==> config.mk <==
export PLATFORM = sky130hd
export DESIGN_NAME = fifo_host
export DESIGN_NICKNAME = d
export VERILOG_FILES = /design/src/hw/fifo_host_pkg.sv /design/src/hw/skid_buf2.sv /design/src/hw/fifo_host.sv
export SDC_FILE = /design/constraint.sdc
export NUM_CORES = 1
export LEC_CHECK = 0
export ABC_CLOCK_PERIOD_IN_PS = 2100
export BUFFER_PORTS_ARGS = -buffer_cell sky130_fd_sc_hd__buf_2
export CAP_MARGIN = 20
export CORE_MARGIN = 2
export CORE_UTILIZATION = 55
export CTS_CLUSTER_SIZE = 12
export DETAILED_ROUTE_END_ITERATION = 10
export PLACE_DENSITY_LB_ADDON = 0.12
export SETUP_SLACK_MARGIN = 0.05
export SKIP_CTS_REPAIR_TIMING = 1
export SYNTH_ARGS = -nofsm -noshare
export SYNTH_HDL_FRONTEND = slang
export SYNTH_SLANG_ARGS = --single-unit
==> constraint.sdc <==
create_clock -name clk_sys -period 2.1 [get_ports clk_sys]
set_input_delay 0.42 -clock clk_sys [delete_from_list [all_inputs] [get_ports clk_sys]]
set_output_delay 0.42 -clock clk_sys [all_outputs]
set_load 0.05 [all_outputs]
==> src/hw/fifo_host_pkg.sv <==
// constants shared by the external fifo host controller
// assumes a 100 MHz clk_sys driving the strobe sequencer
package fifo_host_pkg;
   localparam int unsigned CLK_PERIOD_NS = 10;
   localparam int unsigned WORD_W        = 9;
   localparam int unsigned DEPTH         = 512;
   localparam int unsigned PTR_W         = 10;
   // strobe timing in ns (slowest grade)
   localparam int unsigned PULSE_NS      = 65;
   localparam int unsigned RECOVERY_NS   = 15;
   localparam int unsigned SETUP_NS      = 30;
   localparam int unsigned FLAG_NS       = 60;
   localparam int unsigned ACCESS_NS     = 65;
   localparam int unsigned MR_HIGH_NS    = 65;
   // least times round up
   localparam int unsigned PULSE_CYC     = (PULSE_NS + CLK_PERIOD_NS - 1) / CLK_PERIOD_NS;
   localparam int unsigned RECOVERY_CYC  = (RECOVERY_NS + CLK_PERIOD_NS - 1) / CLK_PERIOD_NS;
   localparam int unsigned SETUP_CYC     = (SETUP_NS + CLK_PERIOD_NS - 1) / CLK_PERIOD_NS;
   localparam int unsigned FLAG_CYC      = (FLAG_NS + CLK_PERIOD_NS - 1) / CLK_PERIOD_NS;
   localparam int unsigned ACCESS_CYC    = (ACCESS_NS + CLK_PERIOD_NS - 1) / CLK_PERIOD_NS;
   localparam int unsigned MR_HIGH_CYC   = (MR_HIGH_NS + CLK_PERIOD_NS - 1) / CLK_PERIOD_NS;
   localparam int unsigned CNT_W         = 4;
   localparam logic [WORD_W-1:0] DATA_RST = 9'h000;
   localparam logic [1:0]        BUF_DEPTH = 2'h2;
endpackage

==> src/hw/skid_buf2.sv <==
// two-entry valid/ready buffer for read words
// assumes one clock, source and sink on clk_sys
`timescale 1ns/1ns
module skid_buf2 (
   // clock and reset
   input  wire logic        clk_sys,
   input  wire logic        rst_n,
   // fill side
   input  wire logic        in_valid,
   output logic             in_ready,
   input  wire logic [8:0]  in_data,
   // drain side
   output logic             out_valid,
   input  wire logic        out_ready,
   output logic [8:0]       out_data
);
   logic [8:0] mem_q [2];
   logic [8:0] mem_d [2];
   logic       wr_q, wr_d, rd_q, rd_d;
   logic [1:0] cnt_q, cnt_d;

   always_comb begin
      logic push;
      logic pop;
      push  = in_valid && (cnt_q != fifo_host_pkg::BUF_DEPTH);
      pop   = out_ready && (cnt_q != 2'h0);
      mem_d = mem_q;
      wr_d  = wr_q;
      rd_d  = rd_q;
      cnt_d = cnt_q;
      if (push) begin
         mem_d[wr_q] = in_data;
         wr_d        = ~wr_q;
      end
      if (pop) begin
         rd_d = ~rd_q;
      end
      cnt_d = cnt_q + {1'b0, push} - {1'b0, pop};
   end

   always_ff @(posedge clk_sys or negedge rst_n) begin
      if (!rst_n) begin
         mem_q[0] <= fifo_host_pkg::DATA_RST;
         mem_q[1] <= fifo_host_pkg::DATA_RST;
         wr_q     <= 1'b0;
         rd_q     <= 1'b0;
         cnt_q    <= 2'h0;
      end else begin
         mem_q <= mem_d;
         wr_q  <= wr_d;
         rd_q  <= rd_d;
         cnt_q <= cnt_d;
      end
   end

   assign in_ready  = (cnt_q != fifo_host_pkg::BUF_DEPTH);
   assign out_valid = (cnt_q != 2'h0);
   assign out_data  = mem_q[rd_q];
endmodule

==> src/hw/fifo_host.sv <==
// host controller driving the strobe pins of an asynchronous 9-bit fifo
// assumes fifo pins arrive asynchronously; user side on clk_sys
// Summary of operation
// - host applies master reset first, strobes high around its rising edge
// - host holds both strobes high during rewind and its recovery
// - standalone mode: chain input low, first load high
// - depth mode: chain ring, first-loaded device has first load low
// - depth mode needs per-device flags or-ed; host is standalone only and ors nothing; no half or rewind
`timescale 1ns/1ns
module fifo_host (
   // clock and reset
   input  wire logic        clk_sys,
   input  wire logic        rst_n,
   // user commands
   input  wire logic        reset_req,
   input  wire logic        rewind_req,
   input  wire logic        wr_valid,
   input  wire logic [8:0]  wr_data,
   output logic             wr_ready,
   input  wire logic        rd_req,
   output logic             busy,
   // read data stream
   output logic             rd_valid,
   input  wire logic        rd_ready,
   output logic [8:0]       rd_data,
   // status
   output logic             fifo_empty,
   output logic             fifo_half,
   output logic             fifo_full,
   // fifo pins
   output logic             write_strobe_n,
   output logic             read_strobe_n,
   output logic [8:0]       fifo_din,
   input  wire logic [8:0]  fifo_dout,
   output logic             master_reset_n,
   output logic             rewind_n,
   output logic             chain_in_n,
   output logic             first_load_select_n,
   input  wire logic        empty_flag_n,
   input  wire logic        half_full_flag_n,
   input  wire logic        full_flag_n
);
   typedef enum {ST_INIT, ST_IDLE, ST_MR_LOW, ST_MR_REC, ST_WR_LOW, ST_WR_REC,
                 ST_RD_LOW, ST_RD_REC, ST_RT_LOW, ST_RT_REC} state_t;
   localparam logic [3:0] C_PULSE = 4'(fifo_host_pkg::PULSE_CYC);
   localparam logic [3:0] C_REC   = 4'(fifo_host_pkg::RECOVERY_CYC);
   localparam logic [3:0] C_FLAG  = 4'(fifo_host_pkg::FLAG_CYC);
   localparam logic [3:0] C_ACC   = 4'(fifo_host_pkg::ACCESS_CYC);
   localparam logic [3:0] C_MRH   = 4'(fifo_host_pkg::MR_HIGH_CYC);

   state_t     st_q, st_d;
   logic [3:0] cnt_q, cnt_d;
   logic       w_q, w_d, r_q, r_d, mr_q, mr_d, rt_q, rt_d, busy_q, busy_d;
   logic [8:0] din_q, din_d, cap_q, cap_d;
   logic       cap_v_q, cap_v_d;
   logic [2:0] f1_q, f2_q;
   logic [2:0] st_fl_q, st_fl_d;
   logic       wr_rdy_q, wr_rdy_d;
   logic [8:0] q1_q, q2_q;
   logic       buf_ready;

   // two-flop synchronisers on pin inputs
   always_ff @(posedge clk_sys or negedge rst_n) begin
      if (!rst_n) begin
         f1_q <= 3'h3;
         f2_q <= 3'h3;
         q1_q <= 9'h000;
         q2_q <= 9'h000;
      end else begin
         f1_q <= {empty_flag_n, half_full_flag_n, full_flag_n};
         f2_q <= f1_q;
         q1_q <= fifo_dout;
         q2_q <= q1_q;
      end
   end

   // f2_q: [2]=empty_n [1]=half_n [0]=full_n
   always_comb begin
      st_d    = st_q;
      cnt_d   = (cnt_q != 4'h0) ? cnt_q - 4'h1 : 4'h0;
      w_d     = w_q;
      r_d     = r_q;
      mr_d    = mr_q;
      rt_d    = rt_q;
      din_d   = din_q;
      cap_d   = cap_q;
      cap_v_d = 1'b0;
      st_fl_d = ~f2_q;
      busy_d  = 1'b1;
      case (st_q)
         ST_INIT: begin
            st_d  = ST_MR_LOW;
            mr_d  = 1'b0;
            cnt_d = C_PULSE;
         end
         ST_IDLE: begin
            busy_d = 1'b0;
            if (reset_req) begin
               st_d   = ST_MR_LOW;
               mr_d   = 1'b0;
               cnt_d  = C_PULSE;
               busy_d = 1'b1;
            end else if (rewind_req) begin
               st_d   = ST_RT_LOW;
               rt_d   = 1'b0;
               cnt_d  = C_PULSE;
               busy_d = 1'b1;
            end else if (wr_valid && f2_q[0]) begin
               st_d   = ST_WR_LOW;
               w_d    = 1'b0;
               din_d  = wr_data;
               cnt_d  = (C_PULSE > C_ACC) ? C_PULSE : C_ACC;
               busy_d = 1'b1;
            end else if (rd_req && f2_q[2] && buf_ready) begin
               st_d   = ST_RD_LOW;
               r_d    = 1'b0;
               cnt_d  = C_ACC + 4'h2;
               busy_d = 1'b1;
            end
         end
         ST_MR_LOW: if (cnt_q == 4'h0) begin
            st_d  = ST_MR_REC;
            mr_d  = 1'b1; // strobes stay high through recovery
            cnt_d = C_MRH + C_FLAG;
         end
         ST_WR_LOW: if (cnt_q == 4'h0) begin
            st_d  = ST_WR_REC;
            w_d   = 1'b1;
            cnt_d = C_REC + C_FLAG;
         end
         ST_RD_LOW: if (cnt_q == 4'h0) begin
            cap_d   = q2_q;
            cap_v_d = 1'b1;
            st_d    = ST_RD_REC;
            r_d     = 1'b1;
            cnt_d   = C_REC + C_FLAG;
         end
         ST_RT_LOW: if (cnt_q == 4'h0) begin
            st_d  = ST_RT_REC;
            rt_d  = 1'b1;
            cnt_d = C_REC + C_FLAG; // flags settle
         end
         ST_MR_REC, ST_WR_REC, ST_RD_REC, ST_RT_REC: if (cnt_q == 4'h0) begin
            st_d = ST_IDLE;
         end
         default: st_d = ST_INIT;
      endcase
      wr_rdy_d = ~busy_d & ~st_fl_d[0];
   end

   always_ff @(posedge clk_sys or negedge rst_n) begin
      if (!rst_n) begin
         st_q    <= ST_INIT;
         cnt_q   <= 4'h0;
         w_q     <= 1'b1;
         r_q     <= 1'b1;
         mr_q    <= 1'b1;
         rt_q    <= 1'b1;
         busy_q  <= 1'b1;
         din_q   <= fifo_host_pkg::DATA_RST;
         cap_q   <= fifo_host_pkg::DATA_RST;
         cap_v_q <= 1'b0;
         st_fl_q <= 3'h4; // reads as empty, not half, not full
         wr_rdy_q <= 1'b0;
      end else begin
         st_q    <= st_d;
         cnt_q   <= cnt_d;
         w_q     <= w_d;
         r_q     <= r_d;
         mr_q    <= mr_d;
         rt_q    <= rt_d;
         busy_q  <= busy_d;
         din_q   <= din_d;
         cap_q   <= cap_d;
         cap_v_q <= cap_v_d;
         st_fl_q <= st_fl_d;
         wr_rdy_q <= wr_rdy_d;
      end
   end

   skid_buf2 u_rd_buf (
      .clk_sys   (clk_sys),
      .rst_n     (rst_n),
      .in_valid  (cap_v_q),
      .in_ready  (buf_ready),
      .in_data   (cap_q),
      .out_valid (rd_valid),
      .out_ready (rd_ready),
      .out_data  (rd_data)
   );

   assign write_strobe_n      = w_q;
   assign read_strobe_n       = r_q;
   assign master_reset_n      = mr_q;
   assign rewind_n            = rt_q;
   assign fifo_din            = din_q;
   assign busy                = busy_q;
   assign wr_ready            = wr_rdy_q;
   assign fifo_empty          = st_fl_q[2];
   assign fifo_half           = st_fl_q[1];
   assign fifo_full           = st_fl_q[0];
   assign chain_in_n          = 1'b0; // standalone strap, no ring
   assign first_load_select_n = 1'b1; // one device: flags need no or-ing
endmodule

==> summary by stage <==
Floorplan
The core area is about 0.0056 mm². For this configuration, the core starts out at a cell density of 0.5770. For this design the top-level I/O count stands at between 50 and 60.

The die covers ~0.0065 mm². The cell row count is 27. The width of the chip is 80.70 µm. The floorplan step set the die height to 80.70 µm.

Detailed routing
The detail route stage leaves a number of antenna-violating nets equal to 0. The detailed router finished its first iteration with 98 violations. The final wirelength is 5.311 mm.

The routed wirelength normalized by instance count is 14.01 µm. The detailed router placed 1937 vias in this run. The number of remaining DRC errors is 0. The first detailed-routing pass took 5 iterations. Using the TritonRoute via totals, the vias-per-cell ratio works out to around 5.1.

Placement
Summed over all nets, the half-perimeter wirelength after detailed placement is 3.649 mm. The congestion estimate from routability-driven global placement came to around 0.87. In this run the tool buffered the top-level ports with between 50 and 60 buffer cells.

The number of cells in the design after placement is 364. The total cell area at the placement stage is between 0.003 and 0.004 mm².

Global route
The first global-routing pass estimated roughly 8.8 mm of wire. The global-route total usage across every layer is 0.1825. The maximum number of pins on one net before global-route repair is between 80 and 90. The number of global-route vias before repair came to between 1500 and 2000. Global routing finished with a remaining overflow of 0. The initial antenna violation count came to 0.

Synthesis
The count of mapped cells out of synthesis is 233. Of all cell types, the one taking the most synthesized area is sky130_fd_sc_hd__dfrtp_1. The post-synthesis sequential area ratio is 0.6381. The mapped netlist covers 0.003236 mm². By area the synthesized netlist is led by sky130_fd_sc_hd__dfrtp_1, sky130_fd_sc_hd__mux2_2, sky130_fd_sc_hd__dfstp_2. The share of synthesized area in the top cell type comes to 0.5568. The number of synthesized register bits is between 80 and 90. The most repeated cell in the gate-level netlist after synthesis is sky130_fd_sc_hd__dfrtp_1. The most used flip-flop cell after synthesis is sky130_fd_sc_hd__dfrtp_1. After synthesis, the share of flip-flops with an asynchronous set or reset is 1.000. In this run, distinct cell masters in the synthesized netlist total 41. Counting flops with a built-in enable in the synthesized netlist gives 0.

Ranked by instance count, the synthesized netlist is headed by sky130_fd_sc_hd__dfrtp_1, sky130_fd_sc_hd__mux2_2, sky130_fd_sc_hd__inv_1. A synthesized cell averages 13.89 µm². The post-synth net total is 265.

For this run, the number of Yosys warnings is 0.

Layout
The synthesis-to-layout area growth is 19.57%. In the final design database the tool counted roughly 340 nets. The total of fill cells in the finished design is between 400 and 500. In the final layout, the share of cells above drive strength 1 is 0.4593. After routing the design area is around 0.0039 mm². The repair_antennas step left the layout with diodes totalling 0. Once layout is complete, the cells apart from fillers number about 380.

Power and ir drop
In this run the static leakage power is 2.011 nW. In this run the power density over the cells is ~1200 mW/mm². The worst voltage drop across the vdd grid is slightly below 700 µV. The power after layout is 4.593 mW.

Worst setup path
The type of the worst setup path is register to register. The data arrival time of the worst path is approximately 2200 ps. The type of element launching the critical path is a register. The critical path endpoint category is a register.

The delay contributed by the slowest stage of the critical path is roughly 650 ps. Walking the worst path, the cells encountered are or3_1, or3b_1, mux2_4. Among all stages on the critical path, the largest delay is contributed by sky130_fd_sc_hd__or3b_1. The data required time of the critical path is approximately 2300 ps.

Of all nets on the critical path, the largest fanout is 10.

Min path
The worst hold path belongs to the class primary input to async pin.

STA
The worst slew margin relative to its limit is 0.6084. Setup repair after global routing left no endpoint under its margin. The setup-violating endpoint count in the final report is 0. Static timing analysis puts the maximum clock frequency at roughly 510 MHz. The worst clock skew is 5.272 ps. The final count of hold timing violations is 0.

The slew at the pin closest to its max-slew limit is between 500 and 600 ps. The sum of negative setup slack is 0 ps. The max-slew violation total from the final report came to 0. The post-layout minimum cycle time is 1948 ps.

The period utilization is 0.9278.

Run
Max-cap violations in this run came to 0.

CTS
The deepest clock path buffer count is 2. The CTS buffer count is 9. Clock-pin slew was measured on the worst setup and hold paths at approximately 70 ps. The H-tree was split into 3 levels.

For this design, the sink count on the clock tree is 82. The tree is rooted in a sky130_fd_sc_hd__clkbuf_8. The clock network latency to the later pin of the worst-skew pair is 330 ps. TritonCTS built the clock tree.

Status
The flow ran to the end, and the final reports show no timing, DRC or antenna violations.
==> flip-flops by register name, summed over array words and instances, names as in the netlist, 4 cells and up <==
| name | count |
|---|---|
| st_q | 4 |
| q2_q | 9 |
| cnt_q | 4 |
| q1_q | 9 |
| cap_q | 9 |
| u_rd_buf.mem_q | 18 |
| fifo_din | 9 |
==> through the flow <==
stage | hold WS (ps) | setup WS (ps) | utilization
floorplan | 124.4 | 199.0 | -
detailed placement | 334.7 | 145.3 | 0.6510
finish | 106.3 | 151.6 | 0.6899
global placement | 331.6 | 185.4 | 0.6510
global route | 123.2 | 93.49 | 0.6899
CTS | 107.7 | 39.33 | 0.6896
==> worst max-delay path: cells and delay by family (launching register included) <==
| family | cells | cell delay, ps |
|---|---|---|
| mux | 1 | 390 |
| flops | 1 | 440 |
| simple gates | 2 | 1000 |
==> cell usage in the layout, fill, tap and decap left out, types with 4 or more instances in the layout <==
master / n
sky130_fd_sc_hd__dfrtp_1: 71
sky130_fd_sc_hd__buf_2: 54
sky130_fd_sc_hd__mux2_2: 37
sky130_fd_sc_hd__inv_1: 14
sky130_fd_sc_hd__buf_4: 12
sky130_fd_sc_hd__nor2_1: 10
sky130_fd_sc_hd__dfstp_2: 10
sky130_fd_sc_hd__clkbuf_8: 10
sky130_fd_sc_hd__mux2_4: 9
sky130_fd_sc_hd__nand2_1: 8
sky130_fd_sc_hd__a21oi_1: 7
sky130_fd_sc_hd__o21ai_0: 6
sky130_fd_sc_hd__nand3_1: 6
sky130_fd_sc_hd__xnor2_1: 4
sky130_fd_sc_hd__ha_1: 4
==> cells by family after synthesis <==
| family | after synthesis | share of synthesized area |
|---|---|---|
| AO/OA/AOI/OAI | 32 | 0.06381 |
| flip-flops | 82 | 0.6381 |
| multiplexers | 46 | 0.1705 |
| XOR/XNOR | 5 | 0.01353 |
| other | 2 | 0.002321 |
| buffers and inverters | 22 | 0.03326 |
| adder cells (fa/ha/maj) | 4 | 0.01547 |
| AND/OR/NAND/NOR | 40 | 0.06304 |
==> power breakdown <==
| group | internal (mW) | total [mW] | switching, mW |
|---|---|---|---|
| clock | 0.693 | 1.21 | 0.515 |
| sequential | 1.85 | 2.06 | 0.214 |
| combinational | 0.552 | 1.32 | 0.772 |
==> layout make-up <==
type                       instances  area, µm²  area share
sequential                        82       2066      0.5340
multi-input combinational        129       1064      0.2749
timing repair buffer              67      380.4     0.09832
clock buffer                      10      137.6     0.03558
tap                               72      90.09     0.02329
clock inverter                     5      78.83     0.02038
inverter                          14      52.55     0.01358
==> final timing paths <==
kind                                        from              to  slack, ps  cells past startpoint
worst max-delay path                     st_q[2]     fifo_din[0]        150                      3
worst min-delay path                       rst_n        cap_q[5]        110                      2
worst max register to register           st_q[2]     fifo_din[0]        150                      3
worst min register to register           q1_q[8]         q2_q[8]        350                      0
max in group asynchronous                  rst_n  master_reset_n       1650                      2
min in group clk_sys            half_full_flag_n         f1_q[1]        180                      1
==> metal layers <==
metal,vias to the layer above,GRT usage,share of wire
met4,0,0.08644,0.012
met2,55,0.2850,0.48
met1,929,0.2453,0.47
met5,-,0,0
li1,944,-,-
met3,9,0.03933,0.044
(Power assumes the default switching activity.)
